### config.mk
export PLATFORM = sky130hd
export DESIGN_NAME = sbc_controller
export DESIGN_NICKNAME = d
export VERILOG_FILES = /design/src/sbc_pkg.sv /design/src/sbc_fifo.sv /design/src/sbc_controller.sv
export SDC_FILE = /design/constraint.sdc
export NUM_CORES = 1
export LEC_CHECK = 0
export BUFFER_PORTS_ARGS = -buffer_cell sky130_fd_sc_hd__buf_4
export CORE_AREA = 10 10 97 99
export DETAILED_ROUTE_END_ITERATION = 7
export DIE_AREA = 0 0 107 109
export PLACE_DENSITY = 0.78
export SYNTH_ARGS = -nofsm -noshare
export SYNTH_HDL_FRONTEND = slang
export SYNTH_HIERARCHICAL = 1
export SYNTH_SLANG_ARGS = --single-unit
### constraint.sdc
create_clock -name clk_i -period 4.99 [get_ports clk_i]
set_clock_uncertainty 0.1 [all_clocks]
set_input_delay 1.497 -clock clk_i [delete_from_list [all_inputs] [get_ports clk_i]]
set_output_delay 1.497 -clock clk_i [all_outputs]
set_load 0.005 [all_outputs]
### src/sbc_pkg.sv
// Purpose: Shared constants, types and the status decode for the system bus controller.
// Assumes: One clock domain; registers are reached over a 32-bit classic Wishbone slave.
// Notes: Offsets are byte addresses of aligned 32-bit words.
`default_nettype none
package sbc_pkg;

    // Register byte offsets
    localparam logic [7:0] SBC_OFF_CTRL = 8'h00;
    localparam logic [7:0] SBC_OFF_STAT = 8'h04;
    localparam logic [7:0] SBC_OFF_LOG = 8'h08;

    // Control register field positions
    localparam int SBC_CTRL_ADV_WRITE = 0;
    localparam int SBC_CTRL_RESTART_SEVEN_OPCODE_EN = 1;
    localparam int SBC_CTRL_LOG_EN = 2;
    localparam logic [2:0] SBC_CTRL_RESET = 3'h6;

    // Status register field positions
    localparam int SBC_STAT_LAT_LO = 0;
    localparam int SBC_STAT_LOG_VALID = 8;
    localparam int SBC_STAT_LOG_READY = 9;
    localparam int SBC_STAT_DROP_LO = 16;
    localparam int SBC_STAT_CMD_LO = 24;

    // Processor data bus bit positions that carry status
    localparam int SBC_D_INT_ACK_CMD_N = 0;
    localparam int SBC_D_WO_N = 1;
    localparam int SBC_D_HALT_ACK_STATUS = 3;
    localparam int SBC_D_OUT = 4;
    localparam int SBC_D_INP = 6;
    localparam int SBC_D_MEM_READ_CMD_N = 7;

    // Restart-7 opcode driven during an inserted acknowledge read
    localparam logic [7:0] SBC_RESTART_SEVEN_OPCODE = 8'hff;
    localparam logic [7:0] SBC_DROP_MAX = 8'hff;

    // Six latched status bits
    typedef struct packed {
        logic int_ack_cmd_n;
        logic wo_n;
        logic halt_ack_status;
        logic out;
        logic inp;
        logic mem_read_cmd_n;
    } sbc_status_s;

    // One bit per command, active high inside the block
    typedef struct packed {
        logic mem_rd;
        logic mem_wr;
        logic io_rd;
        logic io_wr;
        logic int_ack;
    } sbc_cmd_s;

    // Machine cycle progress
    typedef enum logic [1:0] {
        PH_IDLE,
        PH_LATCHED,
        PH_WRITTEN
    } sbc_phase_e;

    // Which commands the latched status qualifies
    function automatic sbc_cmd_s sbc_decode(input sbc_status_s s);
        sbc_cmd_s c;
        logic halt_only;
        halt_only = s.halt_ack_status & ~s.int_ack_cmd_n;
        c.int_ack = s.int_ack_cmd_n;
        c.mem_rd = s.mem_read_cmd_n & ~halt_only & ~s.int_ack_cmd_n;
        c.mem_wr = ~s.wo_n & ~s.out & ~s.int_ack_cmd_n;
        c.io_rd = s.inp & ~s.int_ack_cmd_n;
        c.io_wr = s.out & ~s.wo_n & ~s.int_ack_cmd_n;
        if (halt_only) begin
            c = '0;
        end
        return c;
    endfunction

endpackage
`default_nettype wire

### src/sbc_fifo.sv
// Purpose: Small ring buffer with valid/ready on both sides.
// Assumes: Synchronous active-high reset; DEPTH of at least two.
// Notes: Push and pop in one cycle are allowed, also when full.
`timescale 1ns/10ps
`default_nettype none
module sbc_fifo #(
    parameter int WIDTH = 8,
    parameter int DEPTH = 2
) (
    // Clock and reset
    input wire logic clk_i,
    input wire logic rst_i,
    // Filling side
    input wire logic in_valid_i,
    output logic in_ready_o,
    input wire logic [WIDTH-1:0] in_data_i,
    // Draining side
    output logic out_valid_o,
    input wire logic out_ready_i,
    output logic [WIDTH-1:0] out_data_o
);
    localparam int PW = (DEPTH > 2) ? $clog2(DEPTH) : 1;
    localparam logic [PW-1:0] LAST = PW'(DEPTH - 1);
    localparam logic [PW:0] FULL = (PW + 1)'(DEPTH);

    // Whole state of the buffer
    typedef struct packed {
        logic [DEPTH-1:0][WIDTH-1:0] mem;
        logic [PW-1:0] wp;
        logic [PW-1:0] rp;
        logic [PW:0] cnt;
    } sbc_fifo_state_s;

    sbc_fifo_state_s st; // Registered state
    sbc_fifo_state_s next_st; // Next state
    logic push; // Word accepted this cycle
    logic pop; // Word leaves this cycle

    // Valid comes from the fill level; ready also passes when a pop frees a full buffer
    assign in_ready_o = (st.cnt != FULL) | out_ready_i;
    assign out_valid_o = (st.cnt != '0);
    assign out_data_o = st.mem[st.rp];
    assign push = in_valid_i & in_ready_o;
    assign pop = out_valid_o & out_ready_i;

    // Pointer and level update
    always_comb begin
        next_st = st;
        if (push) begin
            next_st.mem[st.wp] = in_data_i;
            next_st.wp = (st.wp == LAST) ? '0 : st.wp + 1'b1;
        end
        if (pop) begin
            next_st.rp = (st.rp == LAST) ? '0 : st.rp + 1'b1;
        end
        if (push & ~pop) begin
            next_st.cnt = st.cnt + 1'b1;
        end else if (pop & ~push) begin
            next_st.cnt = st.cnt - 1'b1;
        end
    end

    // State register
    always_ff @(posedge clk_i) begin
        if (rst_i) begin
            st <= '0;
        end else begin
            st <= next_st;
        end
    end
endmodule // sbc_fifo
`default_nettype wire

### src/sbc_controller.sv
// Purpose: System bus controller between an 8-bit processor and its memory/I/O bus.
// Assumes: All pins synchronous to clk_i; the processor keeps its own bus protocol.
// Notes: Commands are registered, so they follow their cause by one clock.
// Notes on behaviour
// - Six latches hold status each machine cycle.
// - Status captured on falling status strobe.
// - Decode status into memory and I/O commands.
// - Acknowledge from D0; halt alone gives nothing.
// - Reads and acknowledge need input mode active.
// - Writes need the write strobe asserted.
// - Every command output is active low.
// - Each acknowledge cycle of a call gets acknowledge.
// - Strapped acknowledge pin inserts restart-7 opcode.
// - Two 8-bit ports pass bytes bit for bit.
// - Status and bus enable steer the transceiver.
// - System side driven only while enable low.
// - Advanced variant asserts writes earlier.
//
// The Wishbone register port and the placing of the registers were chosen for this implementation.
`timescale 1ns/10ps
`default_nettype none
module sbc_controller
    import sbc_pkg::*;
#(
    parameter int DATA_W = 8,
    parameter int LOG_DEPTH = 2,
    parameter bit ADVANCED_WRITE = 1'b0
) (
    // Clock and reset
    input wire logic clk_i,
    input wire logic rst_i,
    // Processor control inputs
    input wire logic status_strobe_n_i,
    input wire logic cpu_input_mode_i,
    input wire logic write_strobe_n_i,
    input wire logic hold_ack_in_i,
    input wire logic system_bus_enable_n_i,
    input wire logic restart_strap_i,
    // Processor-side data port
    input wire logic [DATA_W-1:0] cpu_side_data_i,
    output logic [DATA_W-1:0] cpu_side_data_o,
    output logic cpu_side_data_oe_n_o,
    // System-side data port
    input wire logic [DATA_W-1:0] system_side_data_i,
    output logic [DATA_W-1:0] system_side_data_o,
    output logic system_side_data_oe_n_o,
    // Command outputs, active low
    output logic mem_read_cmd_n_o,
    output logic mem_write_cmd_n_o,
    output logic io_read_cmd_n_o,
    output logic io_write_cmd_n_o,
    output logic int_ack_cmd_n_o,
    // Status log back-pressure
    output logic status_log_ready_o,
    // Wishbone classic slave
    input wire logic wb_cyc_i,
    input wire logic wb_stb_i,
    input wire logic wb_we_i,
    input wire logic [7:0] wb_adr_i,
    input wire logic [3:0] wb_sel_i,
    input wire logic [31:0] wb_dat_i,
    output logic [31:0] wb_dat_o,
    output logic wb_ack_o
);

    // Whole state of the controller
    typedef struct packed {
        logic strobe_prev;
        sbc_phase_e phase;
        sbc_status_s status;
        logic wr_seen;
        sbc_cmd_s cmd;
        logic [DATA_W-1:0] cpu_q;
        logic [DATA_W-1:0] sys_q;
        logic [2:0] ctrl;
        logic [7:0] drop_cnt;
        logic ack;
        logic [31:0] rdata;
    } sbc_state_s;

    sbc_state_s st; // Registered state
    sbc_state_s next_st; // Next state
    sbc_status_s captured; // Status byte seen on the processor port
    sbc_cmd_s qual; // Commands the latched status allows
    logic strobe_fall; // Status strobe went low this cycle
    logic cycle_open; // A machine cycle has been latched
    logic adv_mode; // Early write timing in force
    logic insert_restart_seven_opcode; // Restart-7 replaces system data
    logic wr_rise; // Write strobe high again after it was seen low in this cycle
    logic wb_req; // New Wishbone request this cycle
    logic log_push_valid; // Status word offered to the log
    logic log_in_ready; // Log can take a word
    logic log_out_valid; // Log holds a word
    logic log_pop; // Software takes the head word
    logic [7:0] log_head; // Oldest logged status byte

    // Address decode used by the register writes, the read mux and the log pop
    function automatic logic sbc_hit(input logic [7:0] adr, input logic [7:0] off);
        return adr[7:2] == off[7:2];
    endfunction

    // Pick the six status bits off the processor port
    always_comb begin
        captured.int_ack_cmd_n = cpu_side_data_i[SBC_D_INT_ACK_CMD_N];
        captured.wo_n = cpu_side_data_i[SBC_D_WO_N];
        captured.halt_ack_status = cpu_side_data_i[SBC_D_HALT_ACK_STATUS];
        captured.out = cpu_side_data_i[SBC_D_OUT];
        captured.inp = cpu_side_data_i[SBC_D_INP];
        captured.mem_read_cmd_n = cpu_side_data_i[SBC_D_MEM_READ_CMD_N];
    end

    // Cycle qualifiers
    assign strobe_fall = st.strobe_prev & ~status_strobe_n_i;
    assign cycle_open = (st.phase != PH_IDLE);
    assign qual = sbc_decode(st.status);
    assign adv_mode = ADVANCED_WRITE | st.ctrl[SBC_CTRL_ADV_WRITE];
    assign wr_rise = st.wr_seen & write_strobe_n_i;
    // An acknowledge read with the strap fitted gets the restart opcode
    // Hold acknowledge suppresses insertion just as it suppresses the command
    assign insert_restart_seven_opcode = restart_strap_i & st.ctrl[SBC_CTRL_RESTART_SEVEN_OPCODE_EN] & ~hold_ack_in_i
        & cycle_open & qual.int_ack & cpu_input_mode_i;

    // Wishbone request and log handshake
    assign wb_req = wb_cyc_i & wb_stb_i & ~st.ack;
    assign log_push_valid = strobe_fall & st.ctrl[SBC_CTRL_LOG_EN];
    assign log_pop = wb_req & ~wb_we_i & sbc_hit(wb_adr_i, SBC_OFF_LOG) & log_out_valid;

    // Two-entry log of status bytes, drained by software
    sbc_fifo #(
        .WIDTH(8),
        .DEPTH(LOG_DEPTH)
    ) u_log (
        .clk_i(clk_i),
        .rst_i(rst_i),
        .in_valid_i(log_push_valid),
        .in_ready_o(log_in_ready),
        .in_data_i(cpu_side_data_i[7:0]),
        .out_valid_o(log_out_valid),
        .out_ready_i(log_pop),
        .out_data_o(log_head)
    );

    // Next-state logic for latches, commands, data and registers
    always_comb begin
        next_st = st;
        next_st.strobe_prev = status_strobe_n_i;

        // Status latches take a fresh word at each cycle start
        if (strobe_fall) begin
            next_st.status = captured;
            next_st.phase = PH_LATCHED;
            next_st.wr_seen = 1'b0;
        end else begin
            // Note a write strobe so its release ends an early write
            if (cycle_open & ~write_strobe_n_i) begin
                next_st.wr_seen = 1'b1;
            end
            if ((st.phase == PH_LATCHED) & wr_rise) begin
                next_st.phase = PH_WRITTEN;
            end
        end

        // Read-type commands need input mode; hold acknowledge blocks them
        next_st.cmd.mem_rd = cycle_open & qual.mem_rd
            & cpu_input_mode_i & ~hold_ack_in_i;
        next_st.cmd.io_rd = cycle_open & qual.io_rd
            & cpu_input_mode_i & ~hold_ack_in_i;
        // Every acknowledge read of a multi-byte call is answered alike
        next_st.cmd.int_ack = cycle_open & qual.int_ack
            & cpu_input_mode_i & ~hold_ack_in_i;

        // Write-type commands: standard waits for the strobe,
        // advanced opens at the latch and closes at strobe release
        if (adv_mode) begin
            next_st.cmd.mem_wr = (st.phase == PH_LATCHED) & qual.mem_wr
                & ~wr_rise & ~strobe_fall;
            next_st.cmd.io_wr = (st.phase == PH_LATCHED) & qual.io_wr
                & ~wr_rise & ~strobe_fall;
        end else begin
            next_st.cmd.mem_wr = cycle_open & qual.mem_wr & ~write_strobe_n_i;
            next_st.cmd.io_wr = cycle_open & qual.io_wr & ~write_strobe_n_i;
        end

        // Data path registers, one byte each way
        if (insert_restart_seven_opcode) begin
            next_st.cpu_q = SBC_RESTART_SEVEN_OPCODE;
        end else begin
            next_st.cpu_q = system_side_data_i;
        end
        next_st.sys_q = cpu_side_data_i;

        // Wishbone: answer one cycle after the request, then drop ack
        next_st.ack = wb_req;
        next_st.rdata = 32'h0000_0000;
        if (wb_req & wb_we_i) begin
            // Writes to the control word only take byte lane 0
            if (sbc_hit(wb_adr_i, SBC_OFF_CTRL) & wb_sel_i[0]) begin
                next_st.ctrl = wb_dat_i[2:0];
            end
            // A write to the status word with byte lane 2 selected clears the drop counter
            if (sbc_hit(wb_adr_i, SBC_OFF_STAT) & wb_sel_i[2]) begin
                next_st.drop_cnt = 8'h00;
            end
        end else if (wb_req) begin
            // Reads; unmapped offsets answer with zero
            if (sbc_hit(wb_adr_i, SBC_OFF_CTRL)) begin
                next_st.rdata[2:0] = st.ctrl;
            end else if (sbc_hit(wb_adr_i, SBC_OFF_STAT)) begin
                next_st.rdata[SBC_STAT_LAT_LO +: 6] = st.status;
                next_st.rdata[SBC_STAT_LOG_VALID] = log_out_valid;
                next_st.rdata[SBC_STAT_LOG_READY] = log_in_ready;
                next_st.rdata[SBC_STAT_DROP_LO +: 8] = st.drop_cnt;
                next_st.rdata[SBC_STAT_CMD_LO +: 5] = st.cmd;
            end else if (sbc_hit(wb_adr_i, SBC_OFF_LOG)) begin
                // Empty log reads as zero with bit 8 clear
                next_st.rdata[7:0] = log_out_valid ? log_head : 8'h00;
                next_st.rdata[8] = log_out_valid;
            end
        end

        // Count status words lost while the log was full; counted after the
        // clear so a drop in the clearing cycle is kept, not lost
        if (log_push_valid & ~log_in_ready & (next_st.drop_cnt != SBC_DROP_MAX)) begin
            next_st.drop_cnt = next_st.drop_cnt + 8'h01;
        end
    end

    // State register
    always_ff @(posedge clk_i) begin
        if (rst_i) begin
            st.strobe_prev <= 1'b1;
            st.phase <= PH_IDLE;
            st.status <= '0;
            st.wr_seen <= 1'b0;
            st.cmd <= '0;
            st.cpu_q <= '0;
            st.sys_q <= '0;
            st.ctrl <= SBC_CTRL_RESET;
            st.drop_cnt <= 8'h00;
            st.ack <= 1'b0;
            st.rdata <= 32'h0000_0000;
        end else begin
            st <= next_st;
        end
    end

    // Commands leave the block inverted
    assign mem_read_cmd_n_o = ~st.cmd.mem_rd;
    assign mem_write_cmd_n_o = ~st.cmd.mem_wr;
    assign io_read_cmd_n_o = ~st.cmd.io_rd;
    assign io_write_cmd_n_o = ~st.cmd.io_wr;
    assign int_ack_cmd_n_o = ~st.cmd.int_ack;

    // Processor side is driven only in input mode
    assign cpu_side_data_o = st.cpu_q;
    assign cpu_side_data_oe_n_o = ~cpu_input_mode_i;

    // System side: bus enable acts without the clock, so a high level
    // releases the bus at once even mid-cycle
    assign system_side_data_o = st.sys_q;
    assign system_side_data_oe_n_o = system_bus_enable_n_i
        | cpu_input_mode_i | ~cycle_open;

    // Bus and log outputs
    assign wb_ack_o = st.ack;
    assign wb_dat_o = st.rdata;
    assign status_log_ready_o = log_in_ready;

endmodule // sbc_controller
`default_nettype wire

==> results.sh, run 1 <==
export IMPL_status="finished, final reports clean"
export IMPL_cts_num_sinks=86
export IMPL_grt_overflow_total=0
export IMPL_final_layout_size_suffix_gt1_share_pct=31.46
export IMPL_min_period_over_period_pct=89.17
export IMPL_sequentialPowerShare_pct=48.1
export IMPL_yosysSeqAreaShare_pct=47.45
export IMPL_ant_nets=0
export IMPL_vias_per_cell=4.888
export IMPL_powerDensity_nw_per_um2=352.2
export IMPL_initial_core_util_pct=48.20
export IMPL_grt_start_max_net_pins=60
export IMPL_postPlaceCellArea_um2=4014
export IMPL_finalPower_mw=1.512
export IMPL_grtUsageTotal_pct=13.42
export IMPL_diodes=0
export IMPL_crit_required_ns=3.39
export IMPL_syn_area_um2=3628
export IMPL_tns_ns=0
export IMPL_fin_cells=528
export IMPL_wl_mm=7.887
export IMPL_htree_levels=3
export IMPL_cts_setup_buffers=0
export IMPL_holdBufCountCts=0
export IMPL_yosys_warnings=6
export IMPL_worstPathArrival_ns=2.85
export IMPL_cts_tree="yes"
export IMPL_synth_edff_count=0
export IMPL_fin_nets=493
export IMPL_antenna_found_initial=0
export IMPL_combPwrFrac_pct=8.5
export IMPL_hold_viol=0
export IMPL_clkLatencyLatePin_ns=0.36
export IMPL_clk_pin_slew_ns=0.09
export IMPL_synth_seq_cells=86
export IMPL_dp_hpwl_mm=5.917
export IMPL_grt_pass1_wl_mm=12.39
export IMPL_io_buffers=85
export IMPL_io_pins=128
export IMPL_synthCells=374
export IMPL_die_x_um=107
export IMPL_postLayoutCellArea_um2=4294
export IMPL_rows=32
export IMPL_grt_pass1_vias=2515
export IMPL_synthArstFlopShare_pct=0
export IMPL_drt_iter0_markers=138
export IMPL_grt_setup_unrepaired="false"
export IMPL_synth_area_per_cell_um2=9.702
export IMPL_dpl_cell_count=512
export IMPL_cap_violations=0
export IMPL_endpoint_kind="output port"
export IMPL_finalSetupViolCount=0
export IMPL_maxSlewHeadroom_pct=56.39
export IMPL_yosysUniqueCellTypes=53
export IMPL_num_vias=2581
export IMPL_min_path_type="reg2reg"
export IMPL_synth_main_ff_cell="dfxtp_1"
export IMPL_peakVddDrop_mv=0.1296
export IMPL_drv_slew=0
export IMPL_path_class="in2out"
export IMPL_die_h_um=109
export IMPL_fmax_mhz=224.8
export IMPL_period_needed_ns=4.449
export IMPL_drc=0
export IMPL_power_switching_mw=0.3238
export IMPL_cts_buffer_depth=2
export IMPL_n_fill_cell=673
export IMPL_cellLeakagePower_nw=1.897
export IMPL_core_area_um2=7527
export IMPL_intPower_mw=1.189
export IMPL_cp_start_kind="input port"
export IMPL_clockRootBuffer="clkbuf_8"
export IMPL_clock_power_share_pct=43.4
export IMPL_worst_slew_pin_slew_ns=0.6513
export IMPL_gp_congestion=0.7674
export IMPL_crit_fanout=11
export IMPL_firstDrtPassIters=4
export IMPL_area_growth_pct=18.34
export IMPL_routedWlPerCell_um=14.94
export IMPL_swShare_pct=21.41
export IMPL_cts_resized=0
export IMPL_dieArea_um2=11660
export IMPL_cts_inserted_buffers=9
## metrics by stage
step | utilization (%) | hold WS [ns] | setup WS [ns]
after CTS | 57.05 | 0.3729 | 0.5233
final | 57.05 | 0.3685 | 0.5406
after floorplan | - | 0.3298 | 0.9377
after global placement | 53.32 | 0.3428 | 0.5550
after global routing | 57.05 | 0.3836 | 0.4107
after detailed placement | 53.32 | 0.3522 | 0.5270
## logic make-up after synthesis
kind of cell	Yosys count	share of synthesized area, %
AND/OR/NAND/NOR	128	22.45
other	1	0.1033
buffers and inverters	76	13.48
XOR/XNOR	3	0.7243
flip-flops	86	47.45
AO/OA/AOI/OAI	62	10.48
multiplexers	17	4.966
adder cells (fa/ha/maj)	1	0.3448
## layer usage
layer	up-vias	part of all wire (%)	global-route usage (%)
li1	1297	-	-
met1	1208	41	14.52
met2	64	50	22.74
met3	12	7.2	5.074
met4	0	1.9	6.673
met5	-	0	0
## cell usage in the layout (no fill, tap or decap), drive strengths merged, types with 6 or more instances in the layout
cell type  Yosys  final
buf           52     87
dfxtp         86     86
nor2          23     23
nand2b        20     20
a21oi         19     19
nor2b         19     19
o21ai         19     19
and2          19     19
inv           17     17
nor3          11     11
clkbuf         7     11
mux2i          9      9
conb           1      9
mux2           8      8
o22a           6      6
## power groups by stage
stage	combinational [mW]	clock (mW)	sequential, mW
final	0.129	0.657	0.727
after global routing	0.143	0.693	0.731
after CTS	0.129	0.665	0.727
after detailed placement	0.129	0	0.743
after global placement	0.126	0	0.742
after floorplan	0.0852	0	0.738
## synthesized netlist by cell type, types with 4 or more instances
cell type	number	area, um2
nor2b_1	18	112.6
nand2_1	4	15.01
a211oi_1	5	37.54
dfxtp_1	86	1722
nor2_1	23	86.33
buf_4	49	367.9
nand2b_1	19	118.9
and2_1	7	43.79
clkbuf_1	7	26.28
nor3_1	11	55.05
and3_1	5	31.28
o22a_1	6	52.55
mux2_2	8	90.09
inv_1	16	60.06
o21ai_0	18	90.09
mux2i_1	9	90.09
and2_2	11	82.58
a21oi_1	19	95.09
## final cells by class
type                    count  area, um2  share of cell area [%]
well taps                 102      127.6                   2.972
inverters                  17      63.81                   1.486
multi-input cells         220       1448                   33.71
clock inverters             5      128.9                   3.001
repair buffers             87      653.1                   15.21
flip-flops and latches     86       1722                   40.09
clock buffers              11      151.4                   3.526
## final timing paths
| kind | startpoint | to | slack (ns) | cells past startpoint |
|---|---|---|---|---|
| worst max-delay path | wb_adr_i[7] | status_log_ready_o | 0.54 | 7 |
| worst min-delay path | st[63] | wb_dat_o[27] | 0.37 | 1 |
| worst max register to register | u_log/st[0] | st[37] | 2.28 | 10 |
| worst min register to register | st[63] | wb_dat_o[27] | 0.37 | 1 |
## sequential cells by signal, summed over array words and instances, names as in the netlist
| name | cells |
|---|---|
| u_log/st | 20 |
| adv_mode | 1 |
| wb_ack_o | 1 |
| cpu_side_data_o | 8 |
| st | 25 |
| system_side_data_o | 8 |
| wb_dat_o | 23 |
## critical path, cell delays in order
cell	delay, ns
buf_4	0.12
nor4_4	0.39
nand4b_1	0.17
nor3_1	0.30
nor3b_2	0.18
inv_2	0.09
buf_4	0.11
No activity file was read; power rests on OpenSTA's default activity.
==> run 2, diff against run 1 <==
==> constraint.sdc (replaced) <==
create_clock -name clk_i -period 4.5 [get_ports clk_i]
set_clock_uncertainty 0.1 [all_clocks]
set_input_delay 1.35 -clock clk_i [delete_from_list [all_inputs] [get_ports clk_i]]
set_output_delay 1.35 -clock clk_i [all_outputs]
set_load 0.005 [all_outputs]
==> run 2 against run 1 <==
Hold slack gained 0.0073 ns. Sequential share of layout area grew 1.0 points. Clock-buffer cell count shrank 2. Sequential power grew 11%. Wire length shrank 3.1%. Global-route usage is essentially flat. Register-to-register slack lost 0.54 ns.
==> results.sh, run 2 (synthesis results as in run 1) <==
export IMPL_num_vias=2569
export IMPL_cts_tree="yes"
export IMPL_sequentialPowerShare_pct=56.6
export IMPL_critPathLaunch="wb_adr_i[7]"
export IMPL_cts_buffer_depth=2
export IMPL_postLayoutCellArea_um2=4188
export IMPL_combPwrFrac_pct=10.0
export IMPL_status="finished, final reports clean"
export IMPL_layout_common_cells="buf_4, dfxtp_1, nor2_1"
export IMPL_grt_pass1_vias=2623
export IMPL_grt_util_met3_pct=5.428
export IMPL_grt_pass1_wl_mm=12.39
export IMPL_drt_iter0_markers=115
export IMPL_antenna_found_initial=0
export IMPL_gp_congestion=0.7778
export IMPL_core_area_um2=7527
export IMPL_path_class="in2out"
export IMPL_swShare_pct=25.36
export IMPL_final_layout_size_suffix_gt1_share_pct=31.46
export IMPL_setup_slack_ns=0.3279
export IMPL_maxSlewHeadroom_pct=50.98
export IMPL_worstPathArrival_ns=2.72
export IMPL_rows=32
export IMPL_met1_usage_pct=14.83
export IMPL_firstDrtPassIters=4
export IMPL_grt_start_max_net_pins=60
export IMPL_endpoint_kind="output port"
export IMPL_dieArea_um2=11660
export IMPL_io_pins=128
export IMPL_drv_slew=0
export IMPL_cellLeakagePower_nw=1.839
export IMPL_cp_start_kind="input port"
export IMPL_busiest_layer="met2"
export IMPL_clock_power_share_pct=33.4
export IMPL_die_x_um=107
export IMPL_min_period_over_period_pct=92.71
export IMPL_cts_inserted_buffers=9
export IMPL_hold_depth=1
export IMPL_holdCritStartpoint="st[68]"
export IMPL_r2r_start="u_log/st[0]"
export IMPL_largest_register_ffs=25
export IMPL_die_h_um=109
export IMPL_routedWlPerCell_um=14.48
export IMPL_period_needed_ns=4.172
export IMPL_vias_per_cell=4.866
export IMPL_holdBufCountCts=0
export IMPL_crit_required_ns=3.05
export IMPL_ant_nets=0
export IMPL_fmax_mhz=239.7
export IMPL_r2r_cells=10
export IMPL_grt_overflow_total=0
export IMPL_cap_violations=0
export IMPL_cts_num_sinks=86
export IMPL_crit_fanout=11
export IMPL_hold_viol=0
export IMPL_grtUsageMet2_pct=21.64
export IMPL_worst_slew_pin_slew_ns=0.7320
export IMPL_postPlaceCellArea_um2=4014
export IMPL_initial_core_util_pct=48.20
export IMPL_dp_slack_ns=0.3275
export IMPL_area_growth_pct=15.41
export IMPL_finalSetupViolCount=0
export IMPL_clk_pin_slew_ns=0.08
export IMPL_io_buffers=85
export IMPL_grtUsageTotal_pct=13.42
export IMPL_drc=0
export IMPL_intPower_mw=1.063
export IMPL_peakVddDrop_mv=0.1600
export IMPL_htree_levels=3
export IMPL_powerDensity_nw_per_um2=340.0
export IMPL_largest_register="st"
export IMPL_fin_nets=493
export IMPL_diodes=0
export IMPL_cts_resized=0
export IMPL_cts_setup_buffers=0
export IMPL_power_switching_mw=0.3611
export IMPL_clkLatencyLatePin_ns=0.36
export IMPL_tns_ns=0
export IMPL_grt_setup_unrepaired="false"
export IMPL_final_common_cell="buf_4"
export IMPL_dp_hpwl_mm=5.852
export IMPL_min_path_type="reg2reg"
export IMPL_clockRootBuffer="clkbuf_8"
export IMPL_wl_mm=7.645
run 2: changes by cell type in the layout (fill, tap and decap cells not counted), sizes merged:
cell,previous run,this run
clkinv,1,3
clkbuf,11,9
clkinvlp,0,3
bufinv,4,0
inv,17,18
run 2: final timing paths:
| kind | endpoint | slack, ns |
|---|---|---|
| setup / recovery | status_log_ready_o | 0.33 |
| hold / removal | st[63] | 0.38 |
| hold reg to reg | st[63] | 0.38 |
| setup reg to reg | st[37] | 1.74 |
run 2: metal layers:
| layer | up-vias | wire, um |
|---|---|---|
| met3 | 14 | 570 |
| met4 | 0 | 195 |
| met1 | 1174 | 3148 |
| li1 | 1306 | - |
| met2 | 75 | 3730 |
| met5 | - | 0 |
run 2: power groups by stage:
stage          Clock, mW  Combinational (mW)  Sequential [mW]
2_1_floorplan          0              0.0945            0.819
3_3_place_gp           0               0.140            0.822
3_5_place_dp           0               0.142            0.824
4_1_cts            0.488               0.143            0.806
5_1_grt            0.524               0.158            0.811
6_report           0.475               0.142            0.806
run 2: area by class of cell:
cell class / count / area, um2
Inverter: 17 / 63.81
Multi-Input combinational cell: 220 / 1448
Clock inverter: 7 / 50.05
Timing Repair Buffer: 87 / 653.1
Fill cell: 681 / 3339
Sequential cell: 86 / 1722
Tap cell: 102 / 127.6
Clock buffer: 9 / 123.9
run 2: worst max-delay path: stages:
cell	delay, ns
buf_4	0.12
nor4_4	0.38
nand4b_1	0.16
nor3_1	0.31
nor3b_2	0.19
inv_2	0.09
buf_4	0.11
run 2: through the flow:
step | hold WS (ns) | total power [mW] | std cells | util (%)
2_1_floorplan | 0.3298 | 0.9134 | 382 | -
3_3_place_gp | 0.3581 | 0.9620 | 512 | 53.32
3_5_place_dp | 0.3622 | 0.9665 | 512 | 53.32
4_1_cts | 0.3786 | 1.438 | 528 | 55.64
5_1_grt | 0.4037 | 1.493 | 528 | 55.64
6_report | 0.3758 | 1.424 | 528 | 55.64
